## config.mk

```make
export PLATFORM = sky130hd
export DESIGN_NAME = shared_channel_key_arbiter
export DESIGN_NICKNAME = d
export VERILOG_FILES = /design/src/pkg/shared_channel_pkg.sv /design/src/logic/shared_channel_key_arbiter.sv
export VERILOG_INCLUDE_DIRS = /design/src /design/src/pkg
export SDC_FILE = /design/constraint.sdc
export NUM_CORES = 1
export LEC_CHECK = 0
export BUFFER_PORTS_ARGS = -buffer_cell sky130_fd_sc_hd__buf_2
export CELL_PAD_IN_SITES_DETAIL_PLACEMENT = 1
export CELL_PAD_IN_SITES_GLOBAL_PLACEMENT = 1
export CORE_AREA = 2 2 55 57
export CTS_BUF_LIST = sky130_fd_sc_hd__clkbuf_4 sky130_fd_sc_hd__clkbuf_8
export DETAILED_ROUTE_END_ITERATION = 8
export DIE_AREA = 0 0 57 59
export HOLD_SLACK_MARGIN = 0.02
export PLACE_DENSITY_LB_ADDON = 0.1
export REMOVE_ABC_BUFFERS = 1
export SYNTH_ARGS = -nofsm -noshare
export SYNTH_HDL_FRONTEND = slang
export SYNTH_SLANG_ARGS = --single-unit
```

## constraint.sdc

```tcl
create_clock -name CLK -period 6.07 [get_ports CLK]
set_input_delay 0.607 -clock CLK [delete_from_list [all_inputs] [get_ports CLK]]
set_output_delay 0.607 -clock CLK [all_outputs]
set_load 0.02 [all_outputs]
```

## src/pkg/shared_channel_consts.svh

```systemverilog
`ifndef SHARED_CHANNEL_CONSTS_SVH
`define SHARED_CHANNEL_CONSTS_SVH

// interface mode setting encodings
`define MODE_W        2
`define MODE_PAGER    2'h0
`define MODE_TNPP     2'h1
`define MODE_MASTER   2'h2
`define MODE_OTHER    2'h3

`define NUM_PORTS     2

`endif

```

## src/pkg/shared_channel_pkg.sv

```systemverilog
package shared_channel_pkg;
    typedef enum logic [3:0] {
        ST_IDLE = 4'h1,
        ST_WAIT = 4'h2,
        ST_KEY  = 4'h4,
        ST_DONE = 4'h8
    } port_state_t;
endpackage
```

## src/logic/shared_channel_key_arbiter.sv

```systemverilog
`timescale 1ns/100ps
`include "shared_channel_consts.svh"

// Behaviour
// - The handshake is used on a port only in pager, TNPP or master mode with that port's enable on.
// - Each of the two ports runs the handshake on its own, when it has exactly one channel assigned.
// - A port with pages queued raises its channel request and lights the request indicator.
// - While busy is active the key stays off; keying and sending start only once busy is inactive.
// - Dropping the key at the end of sending drops the channel request in the same cycle.
// - If both ports wait and one keys, the other port's request is dropped to free its channel.
module shared_channel_key_arbiter (
    input  wire logic                 CLK,
    input  wire logic                 RST_N,
    input  wire logic                 CLK_EN,
    input  wire logic [`MODE_W-1:0]   INTERFACE_MODE_SETTING,
    input  wire logic [1:0]           SHARED_CHANNEL_ENABLE,
    input  wire logic [1:0]           SINGLE_CHANNEL_ASSIGNED,
    input  wire logic [1:0]           PAGES_PENDING,
    input  wire logic [1:0]           SEND_DONE,
    input  wire logic [1:0]           CHANNEL_BUSY_IN,
    output logic      [1:0]           CHANNEL_REQUEST_OUT,
    output logic      [1:0]           TRANSMITTER_KEY,
    output logic                      REQUEST_INDICATOR
);

    ////////////////////////////////////////////////////////////////////////////
    logic       mode_ok;
    logic [1:0] handshake_on;
    logic [1:0] waiting;
    logic [1:0] want;
    logic [1:0] req_next;
    logic [1:0] req_q;
    logic [1:0] key_q;
    logic       ind_r;
    logic       ind_nxt;

    // the fourth mode setting leaves both lines alone, so busy never holds off the key there
    assign mode_ok = (INTERFACE_MODE_SETTING == `MODE_PAGER) ||
                     (INTERFACE_MODE_SETTING == `MODE_TNPP) ||
                     (INTERFACE_MODE_SETTING == `MODE_MASTER);

    // a port with several channels cannot tell which one the busy line speaks for
    assign handshake_on = {2{mode_ok}} & SHARED_CHANNEL_ENABLE & SINGLE_CHANNEL_ASSIGNED;

    ////////////////////////////////////////////////////////////////////////////
    // port 0 wins a tie: a fixed priority is cheap, and the losing port asks again
    // as soon as it is back in idle with pages still pending
    channel_port_fsm #(
        .WINS_TIE      (1'b1)
    ) u_port0 (
        .clk           (CLK),
        .rst_n         (RST_N),
        .clk_en        (CLK_EN),
        .handshake_on  (handshake_on[0]),
        .pages_pending (PAGES_PENDING[0]),
        .send_done     (SEND_DONE[0]),
        .busy          (CHANNEL_BUSY_IN[0]),
        .other_waiting (waiting[1]),
        .other_want    (want[1]),
        .waiting       (waiting[0]),
        .want          (want[0]),
        .req_next      (req_next[0]),
        .req           (req_q[0]),
        .key           (key_q[0])
    );

    channel_port_fsm #(
        .WINS_TIE      (1'b0)
    ) u_port1 (
        .clk           (CLK),
        .rst_n         (RST_N),
        .clk_en        (CLK_EN),
        .handshake_on  (handshake_on[1]),
        .pages_pending (PAGES_PENDING[1]),
        .send_done     (SEND_DONE[1]),
        .busy          (CHANNEL_BUSY_IN[1]),
        .other_waiting (waiting[0]),
        .other_want    (want[0]),
        .waiting       (waiting[1]),
        .want          (want[1]),
        .req_next      (req_next[1]),
        .req           (req_q[1]),
        .key           (key_q[1])
    );

    ////////////////////////////////////////////////////////////////////////////
    // indicator follows the registered requests, so it is built from their next values
    always_comb begin
        ind_nxt = |req_next;
    end

    always_ff @(posedge CLK or negedge RST_N) begin
        if (!RST_N) begin
            ind_r <= 1'b0;
        end else if (CLK_EN) begin
            ind_r <= ind_nxt;
        end
    end

    ////////////////////////////////////////////////////////////////////////////
    // all three outputs come straight from flip-flops
    assign CHANNEL_REQUEST_OUT = req_q;
    assign TRANSMITTER_KEY     = key_q;
    assign REQUEST_INDICATOR   = ind_r;

endmodule

////////////////////////////////////////////////////////////////////////////////
// one exciter port: request, wait for a free channel, key, release
module channel_port_fsm #(
    parameter bit WINS_TIE = 1'b0
) (
    input  wire logic clk,
    input  wire logic rst_n,
    input  wire logic clk_en,
    input  wire logic handshake_on,
    input  wire logic pages_pending,
    input  wire logic send_done,
    input  wire logic busy,
    input  wire logic other_waiting,
    input  wire logic other_want,
    output logic      waiting,
    output logic      want,
    output logic      req_next,
    output logic      req,
    output logic      key
);

    ////////////////////////////////////////////////////////////////////////////
    shared_channel_pkg::port_state_t state_r;
    shared_channel_pkg::port_state_t state_nxt;
    logic                            req_r;
    logic                            req_nxt;
    logic                            key_r;
    logic                            key_nxt;
    logic                            lose;

    // only a port that is actually holding its request out can take part in contention
    assign waiting = (state_r == shared_channel_pkg::ST_WAIT) && req_r;

    ////////////////////////////////////////////////////////////////////////////
    always_comb begin
        state_nxt = state_r;
        req_nxt   = req_r;
        key_nxt   = key_r;
        want      = 1'b0;
        case (state_r)
            shared_channel_pkg::ST_IDLE: begin
                if (pages_pending) begin
                    req_nxt   = handshake_on;
                    state_nxt = shared_channel_pkg::ST_WAIT;
                end
            end
            shared_channel_pkg::ST_WAIT: begin
                // busy only gates keying when the handshake is in use on this port
                if (!handshake_on || !busy) begin
                    want      = 1'b1;
                    key_nxt   = 1'b1;
                    req_nxt   = handshake_on;
                    state_nxt = shared_channel_pkg::ST_KEY;
                end else if (!pages_pending) begin
                    req_nxt   = 1'b0;
                    state_nxt = shared_channel_pkg::ST_IDLE;
                end
            end
            shared_channel_pkg::ST_KEY: begin
                if (send_done) begin
                    key_nxt   = 1'b0;
                    req_nxt   = 1'b0;
                    state_nxt = shared_channel_pkg::ST_DONE;
                end
            end
            shared_channel_pkg::ST_DONE: begin
                // one idle cycle so a new request is a fresh edge on the line
                state_nxt = shared_channel_pkg::ST_IDLE;
            end
            default: begin
                key_nxt   = 1'b0;
                req_nxt   = 1'b0;
                state_nxt = shared_channel_pkg::ST_IDLE;
            end
        endcase

        // the other port keys while both wait: give this channel back to the other stations
        lose = waiting && other_waiting && other_want && (!want || !WINS_TIE);
        if (lose) begin
            key_nxt   = 1'b0;
            req_nxt   = 1'b0;
            state_nxt = shared_channel_pkg::ST_IDLE;
        end
        req_next = req_nxt;
    end

    ////////////////////////////////////////////////////////////////////////////
    // clock enable low freezes the port, requests and key included
    always_ff @(posedge clk or negedge rst_n) begin
        if (!rst_n) begin
            state_r <= shared_channel_pkg::ST_IDLE;
            req_r   <= 1'b0;
            key_r   <= 1'b0;
        end else if (clk_en) begin
            state_r <= state_nxt;
            req_r   <= req_nxt;
            key_r   <= key_nxt;
        end
    end

    assign req = req_r;
    assign key = key_r;

endmodule

```

Word-level counts from Yosys, hierarchy flattened
Cells that the tools add are included.
{"block": "classes", "eq_ne": 20, "muxes": 36, "n_bitwise": 2, "n_reduce_logical": 23}
{"cell": "2-to-1 mux 4 bit", "count": 10}
{"cell": "one-hot mux 4 bit (3 select lines)", "count": 2}
{"cell": "2-to-1 mux 1 bit", "count": 20}
{"cell": "inequality test 3 x 2 -> 1 bit, second input constant", "count": 6}
{"cell": "AND reduction 4 bit", "count": 4}
{"cell": "== test 4 x 1 -> 1 bit, second input constant", "count": 2}
{"cell": "== test 4 x 2 -> 1 bit, second input constant", "count": 2}
{"cell": "== test 4 x 3 -> 1 bit, second input constant", "count": 2}
{"cell": "== test 4 bit, second input constant", "count": 2}
{"cell": "inequality test 4 x 3 -> 1 bit, second input constant", "count": 2}
{"cell": "one-hot mux 1 bit (4 select lines)", "count": 2}
{"cell": "logical AND 1 bit", "count": 6}
{"cell": "one-hot mux 1 bit (3 select lines)", "count": 2}
{"cell": "OR reduction 2 bit", "count": 3}
{"cell": "logical NOT 1 bit", "count": 5}
{"cell": "bitwise AND 2 bit", "count": 2}
{"cell": "logical OR 1 bit", "count": 4}
{"cell": "inequality test 2 x 1 -> 1 bit, second input constant", "count": 2}
{"cell": "== test 2 x 1 -> 1 bit, second input constant", "count": 1}
{"cell": "== test 2 bit, second input constant", "count": 1}
{"cell": "logical NOT 2 bit", "count": 1}
{"block": "totals", "register_bits": 13, "in_bits": 15, "out_inout_bits": 5, "elab_cells": 88}

Logic depth before layout (Yosys ltp)
Gate-level depths: netlist of the first run.
{"block": "depth", "word_depth": 13, "mapped_depth": 6, "depth_no_buf": 5}

Modules after synthesis
A second synthesis of the first run with hierarchy kept.
{"block": "unflattened", "cells_unflattened": 119, "hier_area_um2": 1087.3}
{"module": "channel_port_fsm at u_port1", "n_inst": 1, "cells_each": 57, "area_per_inst_um2": 526.8}
{"module": "channel_port_fsm at u_port0", "n_inst": 1, "cells_each": 55, "area_per_inst_um2": 506.7}
{"module": "shared_channel_key_arbiter", "n_inst": 1, "cells_each": 7, "area_per_inst_um2": 53.8}

Least setup slack after synthesis of the first run
Ideal clock, no wire load.
{"block": "synth_path", "path_type": "flip-flop to flip-flop", "from": "register u_port1.state_r[0]", "to": "register u_port0.state_r[1]", "arrival_ns": 1.849, "path_slack_ns": 4.093, "stages_incl_launch_ff": 7, "path_buffers": 1, "synth_period_minus_slack_ns": 1.977, "cell_sequence": "dfstp_2 > buf_4 > or4b_4 > a41oi_2 > a21oi_2 > a31oi_4 > mux2_1"}
{"block": "synth_between", "elab_chain_cells": 7}
{"element": "start, declared", "line_no": "shared_channel_key_arbiter.sv:130", "source": "shared_channel_pkg::port_state_t state_r;"}
{"element": "start signal, assigned", "line_no": "shared_channel_key_arbiter.sv:198", "source": "state_r <= shared_channel_pkg::ST_IDLE;"}
{"element": "start signal, assigned", "line_no": "shared_channel_key_arbiter.sv:202", "source": "state_r <= state_nxt;"}
{"element": "== test 4 x 2 -> 1 bit *", "line_no": "shared_channel_key_arbiter.sv:139, shared_channel_key_arbiter.sv:147"}
{"element": "logical AND 1 bit", "line_no": "shared_channel_key_arbiter.sv:139", "source": "assign waiting = (state_r == shared_channel_pkg::ST_WAIT) && req_r;"}
{"element": "logical AND 1 bit", "line_no": "shared_channel_key_arbiter.sv:185", "source": "lose = waiting && other_waiting && other_want && (!want || !WINS_TIE);"}
{"element": "logical AND 1 bit * (2 in a row)", "line_no": "shared_channel_key_arbiter.sv:185"}
{"element": "inequality test 4 x 3 -> 1 bit (no line) / inequality test 3 x 2 -> 1 bit (equally long branches)"}
{"element": "AND reduction 4 bit (no line)"}
{"element": "end signal, assigned", "line_no": "shared_channel_key_arbiter.sv:198"}
{"element": "end signal, assigned", "line_no": "shared_channel_key_arbiter.sv:202"}
{"element": "end, declared", "line_no": "shared_channel_key_arbiter.sv:130"}
Mark *: on every way between the ends. The rest lies on a longest branch, timed or not.
A chain may end at the register's enable or synchronous reset.

Worst setup path after layout of the first run
{"block": "layout_path", "from": "register u_port0.state_r[3]", "to": "register u_port0.state_r[1]"}
{"block": "layout_between", "elab_chain_cells": 7}
{"element": "== test 4 x 2 -> 1 bit", "line_no": "shared_channel_key_arbiter.sv:139, shared_channel_key_arbiter.sv:147"}
{"element": "logical AND 1 bit", "line_no": "shared_channel_key_arbiter.sv:139"}
{"element": "logical AND 1 bit (3 in a row)", "line_no": "shared_channel_key_arbiter.sv:185"}
{"element": "inequality test 4 x 3 -> 1 bit (no line) / inequality test 3 x 2 -> 1 bit (equally long branches)"}
{"element": "AND reduction 4 bit (no line)"}
Several ways; a longest one is shown, not always the timed one.

==> metrics.txt, run 1 <==
Routed Antenna Nets 0; Max IR drop VDD between 0.0002 and 0.0003 V; core area around 0.0027 mm2; Synth Flop Type dfrtp_1; crit path time final between 2 and 2.5 ns; hold buffers post-CTS 0; R2R setup slack around 4 ns; Clock transition at path regs ~0.080 ns; Yosys cell types 46; final WL around 2700 um; register area share after synthesis between 30% and 40%; Syn Inst Count 117; Post-Place Worst Slack between 3 and 4 ns; CP required ~6.2 ns; total power ~450 uW; Detail Placement HPWL 2110 um; Iteration-0 DRC Markers 46; share of cells above drive strength 1 about a quarter; most area-hungry cell type in the Yosys netlist dfrtp_1; fin worst setup slack about 4.0 ns; Post-synth top cells dfrtp_1, o21ai_0, nand3_1, inv_1, nor3b_1; Bufs on Longest Clock Path 2; fin cells 160; final hold vios 0; num rows 19; Setup Viol. Count Final 0; drt drc 0; overall routing resource usage 18.2%; Static Leak about 0.5 nW; grt ovf 0; clk_lat worst skew around 0.27 ns; die height approximately 60 um; largest net degree at the start of global routing 16; Crit Path Class reg2reg; vias in the first global route between 1000 and 1500; Antenna Cells 0; setup TNS 0 ns; initial antenna violation count 0; clock root cell clkbuf_4; Worst Setup End Kind flip-flop; Pre-antenna DRT Iters 4; full die area about 0.0034 mm2; Layout Utilization between 40% and 50%; nets 145; filler cell count between 300 and 400; Die X between 50 and 60 um; routed len/inst 16.9 um; Critical Path Start Type flip-flop; setup bufs post-CTS 0; largest cells by area after synthesis dfrtp_1, o21ai_0, dfstp_2; asr flop ratio synth 100%; CTS buffer count 3; fin. max-slew vios 0; Ports 20; top cell type's share of synthesized area a little over a quarter; R2R cell count 5; post_cts resized 0; starting density of the core 38.7%; Post-synth EDFFs 0; crit-path max FO 12; CTS H-tree lvls 1; area of the mapped netlist 0.00105 mm2; Via density approximately 6; Clock Sinks 13; max cap viols 0; clk_skew 0.00127 ns; Post-Syn Area per Cell around 9 um2; DP Cell Count 156; post-route clock period utilization between 30% and 40%; RSZ-0062 raised after global routing false; Worst-Margin Slew 0.692 ns; worst rel slew slack around 53%; synth warn 0; CTS tree done; I/O Buffers 19; status finished, final reports clean; Worst EP arrival roughly 2.3 ns; GPL Wtd Cong a little under 0.8; fmax approximately 480 MHz; vias 960; global-route wire length before repair roughly 4700 um; Hold Crit Class in2async; Cell Pwr Density ~390 mW/mm2; synthesized flop and latch total 13; area delta synth->final 9.19%
[cell families after synthesis]
family | share of synthesized area, %
muxes | 4.18
DFF | 31.3
AOI/OAI and AO/OA | 22.8
buffers and inverters | 9.31
and+or+nand+nor | 30.8
xor gates and xnor gates | 1.67
[stage by stage]
step / hold WS, ns / cell area (um2)
floorplan: 0.311 / 981
global placement: 0.488 / 1110
finish: 0.208 / 1140
CTS: 0.201 / 1140
detailed placement: 0.497 / 1110
global route: 0.203 / 1140
[final timing paths]
kind,from,to
worst max-delay path,u_port0.state_r[3]$_DFFE_PN0P_,u_port0.state_r[1]$_DFFE_PN0P_
worst min-delay path,RST_N,u_port0.state_r[2]$_DFFE_PN0P_
worst max register to register,u_port0.state_r[3]$_DFFE_PN0P_,u_port0.state_r[1]$_DFFE_PN0P_
worst min register to register,REQUEST_INDICATOR$_DFFE_PN0P_,REQUEST_INDICATOR$_DFFE_PN0P_
max in group asynchronous,RST_N,u_port1.state_r[0]$_DFFE_PN1P_
min in group CLK,REQUEST_INDICATOR$_DFFE_PN0P_,REQUEST_INDICATOR$_DFFE_PN0P_
[layer usage]
metal	vias to the layer above	track usage (%)	wire length, um
li1	459	-	-
met1	483	20.1	1120
met2	14	34.3	1480
met3	4	4.37	83
met4	0	5.98	29
met5	-	0	0
[state kept, by name (all words and copies together) (netlist names)]
register           count
u_port1.key            1
u_port1.req            1
u_port0.state_r        4
REQUEST_INDICATOR      1
u_port0.key            1
u_port0.req            1
u_port1.state_r        4
[where the power goes]
| part | internal, mW | switching, mW | leakage, nW |
|---|---|---|---|
| clock | 0.0300 | 0.0275 | 0.0184 |
| sequential | 0.123 | 0.0655 | 0.169 |
| combinational | 0.0953 | 0.104 | 0.304 |
[area by class of cell]
| class | instances | area (um2) | area share, % |
|---|---|---|---|
| Multi-Input combinational cell | 85 | 623 | 54.4 |
| Sequential cell | 13 | 328 | 28.6 |
| Timing Repair Buffer | 19 | 95.1 | 8.31 |
| Tap cell | 31 | 38.8 | 3.39 |
| Clock buffer | 4 | 30.0 | 2.62 |
| Inverter | 8 | 30.0 | 2.62 |
[cells in the final DEF (no fill, tap or decap), drive strengths merged, types with 2 or more instances in the layout]
| cell type | instances |
|---|---|
| buf | 19 |
| o21ai | 12 |
| dfrtp | 11 |
| nand3 | 9 |
| inv | 8 |
| nor3b | 6 |
| a21oi | 5 |
| nor2 | 4 |
| nor4b | 4 |
| clkbuf | 4 |
| or4b | 4 |
| nand2 | 3 |
| mux2 | 3 |
| and2 | 2 |
| o31ai | 2 |
| a41oi | 2 |
| nor4 | 2 |
| a21o | 2 |
| nor2b | 2 |
| nand4 | 2 |
| xor2 | 2 |
| a21boi | 2 |
| dfstp | 2 |
| nor3 | 2 |
[worst max-delay path, cell delays in order, from the launching register on]
cell	delay (ns)
dfrtp_1	0.51
or4b_4	0.62
nor3_4	0.20
a21oi_2	0.11
a31oi_4	0.21
mux2_1	0.33
(Power assumes the default switching activity.)
==> run 2, diff against run 1 <==
--- a/config.mk
+++ b/config.mk
@@ -9,10 +9,10 @@
 export BUFFER_PORTS_ARGS = -buffer_cell sky130_fd_sc_hd__buf_2
 export CELL_PAD_IN_SITES_DETAIL_PLACEMENT = 1
 export CELL_PAD_IN_SITES_GLOBAL_PLACEMENT = 1
-export CORE_AREA = 2 2 55 57
+export CORE_AREA = 2 2 56 58
 export CTS_BUF_LIST = sky130_fd_sc_hd__clkbuf_4 sky130_fd_sc_hd__clkbuf_8
 export DETAILED_ROUTE_END_ITERATION = 8
-export DIE_AREA = 0 0 57 59
+export DIE_AREA = 0 0 58 60
 export HOLD_SLACK_MARGIN = 0.02
 export PLACE_DENSITY_LB_ADDON = 0.1
 export REMOVE_ABC_BUFFERS = 1
==> constraint.sdc (replaced) <==
create_clock -name CLK -period 1.68 [get_ports CLK]
set_input_delay 0.168 -clock CLK [delete_from_list [all_inputs] [get_ports CLK]]
set_output_delay 0.168 -clock CLK [all_outputs]
set_load 0.02 [all_outputs]
==> run 2 against run 1 <==
- fmax rose by 6.4%
- the run now ends with setup timing left
- final area rose by 32%
- routed wire length rose by 21%
- largest power group unchanged
- utilization rose by 9.9 points
==> metrics.txt, run 2 (synthesis results as in run 1) <==
filler cell count 349 (was 342); clock root cell clkbuf_4 (unchanged); fin area 0.00151 mm2 (was 0.00114 mm2); nets 179 (was 145); routed len/inst 16.7 um (was 16.9 um); Clock Sinks 13 (unchanged); Max IR drop VDD 0.000857 V (was 0.000280 V); area delta synth->final 44.3% (was 9.19%); Routed Antenna Nets 0 (unchanged); Clock transition at path regs 0.09 ns (was 0.08 ns); clock power share 10.0% (was 12.9%); biggest regs u_port0.state_r (4), u_port1.state_r (4) (unchanged); final WL 3270 um (was 2710 um); Setup Viol. Count Final 12 (was 0); status finished, violations left (was finished, final reports clean); overall routing resource usage 21.2% (was 18.2%); largest net degree at the start of global routing 14 (was 16); Worst Setup End Kind flip-flop (unchanged); Worst-Margin Slew 0.282 ns (was 0.692 ns); DP Cell Count 182 (was 156); max cap viols 0 (unchanged); failing checks setup timing; Ports 20 (unchanged); CTS H-tree lvls 1 (unchanged); die height 60 um (was 59 um); GPL Wtd Cong 0.809 (was 0.784); post-route clock period utilization 117% (was 34.5%); placement-stage cell area 0.00130 mm2 (was 0.00111 mm2); Cell Pwr Density 1400 mW/mm2 (was 389 mW/mm2); most common cell after layout, fill and taps aside buf_4 (was buf_2); worst rel slew slack 80.9% (was 53.5%); global-route wire length before repair 5590 um (was 4710 um); vias in the first global route 1195 (was 1030); Bufs on Longest Clock Path 2 (unchanged); Iteration-0 DRC Markers 31 (was 46); num rows 20 (was 19); Hold Crit Class in2reg (was in2async); RSZ-0062 raised after global routing true (was false); fmax 508 MHz (was 478 MHz); grt ovf 0 (unchanged); fin cells 196 (was 160); crit-path max FO 4 (was 12); final hold vios 0 (unchanged); most frequent cells in the layout buf_4, buf_2, dfrtp_1 (was buf_2, dfrtp_1, o21ai_0, nand3_1, inv_1); Crit Path Class reg2reg (unchanged); crit path time final 1.97 ns (was 2.09 ns); vias 1085 (was 960); Pre-antenna DRT Iters 4 (unchanged); initial antenna violation count 0 (unchanged); starting density of the core 36.1% (was 38.7%); CP required 1.84 ns (was 6.23 ns); Static Leak 0.692 nW (was 0.491 nW); CTS tree done (unchanged); full die area 0.00348 mm2 (was 0.00336 mm2); CTS buffer count 3 (unchanged); Critical Path Start Type flip-flop (unchanged); Antenna Cells 0 (unchanged); I/O Buffers 19 (unchanged); share of cells above drive strength 1 47.9% (was 26.4%); switching power 853 uW (was 197 uW); clk_skew 0.0141 ns (was 0.00127 ns); Via density 5.54 (was 6.00); clk_lat worst skew 0.28 ns (was 0.27 ns); fin worst setup slack -0.287 ns (was 3.98 ns); P_int 1.27 mW (was 248 uW); Combinational Power Share 65.2% (was 44.8%); Die X 58 um (was 57 um); Worst EP arrival 2.12 ns (was 2.26 ns); sw frac 40.2% (was 44.3%); part of the power in registers 24.8% (was 42.2%); fin. max-slew vios 0 (unchanged); drt drc 0 (unchanged); core area 0.00290 mm2 (was 0.00271 mm2); Detail Placement HPWL 2500 um (was 2110 um)
-- run 2: changes by cell type in the layout (fill, tap and decap cells not counted), moves of 3 or more --
cell / change
buf_4: +25
buf_6: +8
nand3_1: -4
nand3_2: +3
o21ai_0: -3
-- run 2: area by class of cell --
type                       count  area, um2  area share [%]
clock buffer                   4       30.0            1.99
inverter                       8       30.0            1.99
multi-input combinational     85        701            46.3
sequential                    13        328            21.7
tap                           33       41.3            2.73
timing repair buffer          53        383            25.3
-- run 2: power by group through the flow --
| stage | clock network (mW) | logic, mW | registers, mW |
|---|---|---|---|
| 3_3_place_gp | 0 | 1.15 | 0.520 |
| 4_1_cts | 0.221 | 1.33 | 0.522 |
| 5_1_grt | 0.232 | 1.52 | 0.540 |
| 6_report | 0.212 | 1.39 | 0.527 |
| 2_1_floorplan | 0 | 0.512 | 0.651 |
| 3_5_place_dp | 0 | 1.17 | 0.524 |
-- run 2: path summary, 6_finish.rpt --
| kind | from | endpoint | slack [ns] | cells after the start |
|---|---|---|---|---|
| worst max register to register | u_port0.state_r[2]$_DFFE_PN0P_ | u_port0.state_r[1]$_DFFE_PN0P_ | -0.29 | 5 |
| worst max-delay path | u_port0.state_r[2]$_DFFE_PN0P_ | u_port0.state_r[1]$_DFFE_PN0P_ | -0.29 | 5 |
| worst min register to register | REQUEST_INDICATOR$_DFFE_PN0P_ | REQUEST_INDICATOR$_DFFE_PN0P_ | 0.52 | 2 |
| max in group asynchronous | RST_N | u_port1.state_r[0]$_DFFE_PN1P_ | 1.08 | 2 |
| worst min-delay path | CLK_EN | u_port0.req$_DFFE_PN0P_ | 0.22 | 2 |
| min in group asynchronous | RST_N | u_port1.req$_DFFE_PN0P_ | 0.29 | 2 |
-- run 2: worst max-delay path, cell delays in order (launching register included) --
cell and delay [ns]:
dfrtp_1 0.40, or4b_4 0.57, nor3_4 0.23, a21oi_2 0.12
a31oi_4 0.21, mux2_4 0.31
-- run 2: repair_timing --
item,CTS,global route
pin swaps,5,8
gates resized for setup,15,11
endpoints found under the setup margin,12,13
hold endpoints to repair,11,0
hold buffers,1,0
buffers inserted,8,4
-- run 2: metal layers --
| layer | global-route usage [%] | wire, um |
|---|---|---|
| met2 | 40.4 | 1860 |
| met4 | 9.63 | 34 |
| met3 | 2.38 | 71 |
| met5 | 0 | 0 |
| met1 | 23.4 | 1310 |
-- run 2: per-stage QoR --
| stage | worst slack, ns | utilization (%) | setup TNS [ns] | hold WS, ns | total power, mW |
|---|---|---|---|---|---|
| final | -0.287 | 52.1 | -1.73 | 0.216 | 2.13 |
| after global routing | -0.351 | 52.1 | -2.67 | 0.225 | 2.29 |
| after CTS | -0.240 | 50.3 | -1.63 | 0.204 | 2.07 |
| after detailed placement | -0.232 | 44.7 | -1.63 | 0.0777 | 1.70 |
| after global placement | -0.189 | 44.7 | -1.26 | 0.0681 | 1.67 |
| after floorplan | -0.269 | - | -1.50 | -0.128 | 1.16 |
==> run 3, diff against run 2 <==
--- a/config.mk
+++ b/config.mk
@@ -7,14 +7,11 @@
 export NUM_CORES = 1
 export LEC_CHECK = 0
 export BUFFER_PORTS_ARGS = -buffer_cell sky130_fd_sc_hd__buf_2
-export CELL_PAD_IN_SITES_DETAIL_PLACEMENT = 1
-export CELL_PAD_IN_SITES_GLOBAL_PLACEMENT = 1
-export CORE_AREA = 2 2 56 58
+export CORE_AREA = 2 2 42 73
 export CTS_BUF_LIST = sky130_fd_sc_hd__clkbuf_4 sky130_fd_sc_hd__clkbuf_8
 export DETAILED_ROUTE_END_ITERATION = 8
-export DIE_AREA = 0 0 58 60
+export DIE_AREA = 0 0 44 75
 export HOLD_SLACK_MARGIN = 0.02
-export PLACE_DENSITY_LB_ADDON = 0.1
 export REMOVE_ABC_BUFFERS = 1
 export SYNTH_ARGS = -nofsm -noshare
 export SYNTH_HDL_FRONTEND = slang
==> run 3 against run 2 <==
- the run still ends with setup timing left
- combinational power is 9% higher
- non-clock buffer count stayed put
- first-iteration DRC count is 29% lower
- worst setup slack better by 0.085 ns
- clock power is 40% higher
- die area is 5.2% lower
- final area is 1.2% higher
- flip-flop and latch count stayed put
- worst hold slack better by 0.043 ns
- sequential power is 2% higher
==> metrics.txt, run 3 (synthesis results as in run 1) <==
routed len/inst 18.0 um (was 16.7 um); crit path time final 1.88 ns (was 1.97 ns); Routed Antenna Nets 0 (unchanged); CTS buffer count 3 (unchanged); biggest regs u_port0.state_r (4), u_port1.state_r (4) (unchanged); final WL 3430 um (was 3270 um); worst rel slew slack 77.7% (was 80.9%); Crit Path Class reg2reg (unchanged); Pre-antenna DRT Iters 4 (unchanged); fmax 531 MHz (was 508 MHz); filler cell count 244 (was 349); CP required 1.81 ns (was 1.84 ns); starting density of the core 39.0% (was 36.1%); Clock transition at path regs 0.05 ns (was 0.09 ns); Worst Setup End Kind flip-flop (unchanged); Hold Crit Class in2reg (unchanged); clk_lat worst skew 0.25 ns (was 0.28 ns); I/O Buffers 19 (unchanged); total power 2.35 mW (was 2.13 mW); CTS tree done (unchanged); most common cell after layout, fill and taps aside buf_4 (unchanged); Die X 44 um (was 58 um); Layout Utilization 56.9% (was 52.1%); Critical Path Start Type flip-flop (unchanged); status finished, violations left (unchanged); switching power 905 uW (was 853 uW); final hold vios 0 (unchanged); failing checks setup timing (unchanged); clk_skew 0.00397 ns (was 0.0141 ns); Worst EP arrival 2.01 ns (was 2.12 ns); Bufs on Longest Clock Path 2 (unchanged); Iteration-0 DRC Markers 22 (was 31); Antenna Cells 0 (unchanged); post-route clock period utilization 112% (was 117%); GPL Wtd Cong 0.855 (was 0.809); CTS H-tree lvls 1 (unchanged); overall routing resource usage 21.3% (was 21.2%); Clock Sinks 13 (unchanged); Detail Placement HPWL 2410 um (was 2500 um); fin worst setup slack -0.202 ns (was -0.287 ns); fin area 0.00153 mm2 (was 0.00151 mm2); core area 0.00269 mm2 (was 0.00290 mm2); most frequent cells in the layout buf_4, buf_2, dfrtp_1, inv_1, o21ai_0 (was buf_4, buf_2, dfrtp_1); global-route wire length before repair 5110 um (was 5590 um); placement-stage cell area 0.00129 mm2 (was 0.00130 mm2); vias 1119 (was 1085); clock power share 12.6% (was 10.0%); largest net degree at the start of global routing 14 (unchanged); die height 75 um (was 60 um); Ports 20 (unchanged); share of cells above drive strength 1 47.2% (was 47.9%); Via density 5.89 (was 5.54); initial antenna violation count 0 (unchanged); hold_ws 0.259 ns (was 0.216 ns); Max IR drop VDD 0.000891 V (was 0.000857 V); Combinational Power Share 64.4% (was 65.2%); clock root cell clkbuf_8 (was clkbuf_4); Worst-Margin Slew 0.335 ns (was 0.282 ns); full die area 0.00330 mm2 (was 0.00348 mm2); area delta synth->final 45.9% (was 44.3%); crit-path max FO 3 (was 4); Cell Pwr Density 1530 mW/mm2 (was 1400 mW/mm2); nets 179 (unchanged); RSZ-0062 raised after global routing true (unchanged); drt drc 0 (unchanged); num rows 25 (was 20); setup TNS -1.18 ns (was -1.73 ns); Setup Viol. Count Final 9 (was 12); vias in the first global route 1171 (was 1195); Static Leak 0.702 nW (was 0.692 nW); grt ovf 0 (unchanged); P_int 1.44 mW (was 1.27 mW); part of the power in registers 22.9% (was 24.8%); fin. max-slew vios 0 (unchanged); sw frac 38.5% (was 40.2%); max cap viols 0 (unchanged)
run 3: layout make-up:
| class | count | area (um2) | area share, % |
|---|---|---|---|
| timing repair buffer | 53 | 379 | 24.8 |
| inverter | 8 | 30.0 | 1.96 |
| sequential | 13 | 328 | 21.4 |
| multi-input combinational | 85 | 711 | 46.4 |
| clock buffer | 4 | 48.8 | 3.19 |
| tap | 27 | 33.8 | 2.21 |
run 3: path summary, 6_finish.rpt:
| path | to | cells after the start | slack [ns] | startpoint |
|---|---|---|---|---|
| worst min-delay path | u_port0.req$_DFFE_PN0P_ | 2 | 0.26 | CLK_EN |
| worst max-delay path | u_port1.key$_DFFE_PN0P_ | 6 | -0.20 | u_port1.state_r[0]$_DFFE_PN1P_ |
| max in group asynchronous | u_port0.state_r[0]$_DFFE_PN1P_ | 2 | 1.04 | RST_N |
| worst max register to register | u_port1.key$_DFFE_PN0P_ | 6 | -0.20 | u_port1.state_r[0]$_DFFE_PN1P_ |
| min in group asynchronous | u_port1.key$_DFFE_PN0P_ | 2 | 0.35 | RST_N |
| worst min register to register | REQUEST_INDICATOR$_DFFE_PN0P_ | 2 | 0.49 | REQUEST_INDICATOR$_DFFE_PN0P_ |
run 3: repair_timing:
item / in CTS / in global routing
gates resized for setup: 9 / 18
hold buffers: 1 / 0
setup buffers: 4 / 8
endpoints found under the hold margin: 11 / 0
pin swaps: 6 / 10
cloned: 0 / 0
setup endpoints to repair: 12 / 13
run 3: critical path, stage by stage, from the launching register on:
cell     delay [ns]
dfstp_2        0.37
buf_6          0.12
or4b_4         0.56
o21ai_4        0.15
a21o_1         0.21
nor4b_2        0.09
a221o_1        0.27
run 3: per-stage QoR:
step	worst slack (ns)	std cells
global route	-0.260	190
detailed placement	-0.228	176
CTS	-0.235	185
global placement	-0.205	176
floorplan	-0.269	106
finish	-0.202	190
run 3: power by group through the flow:
stage	Clock [mW]	Combinational (mW)	Sequential, mW
after floorplan	0	0.512	0.651
after global placement	0	1.14	0.524
after detailed placement	0	1.17	0.530
after CTS	0.307	1.31	0.524
after global routing	0.320	1.63	0.547
final	0.297	1.51	0.538
run 3: per-layer routing:
layer | vias to the layer above | GRT usage, % | routed length [um]
met5 | - | 0 | 0
met4 | 0 | 13.1 | 129
met3 | 10 | 3.60 | 96
met2 | 30 | 40.0 | 2010
met1 | 548 | 20.8 | 1190
li1 | 531 | - | -
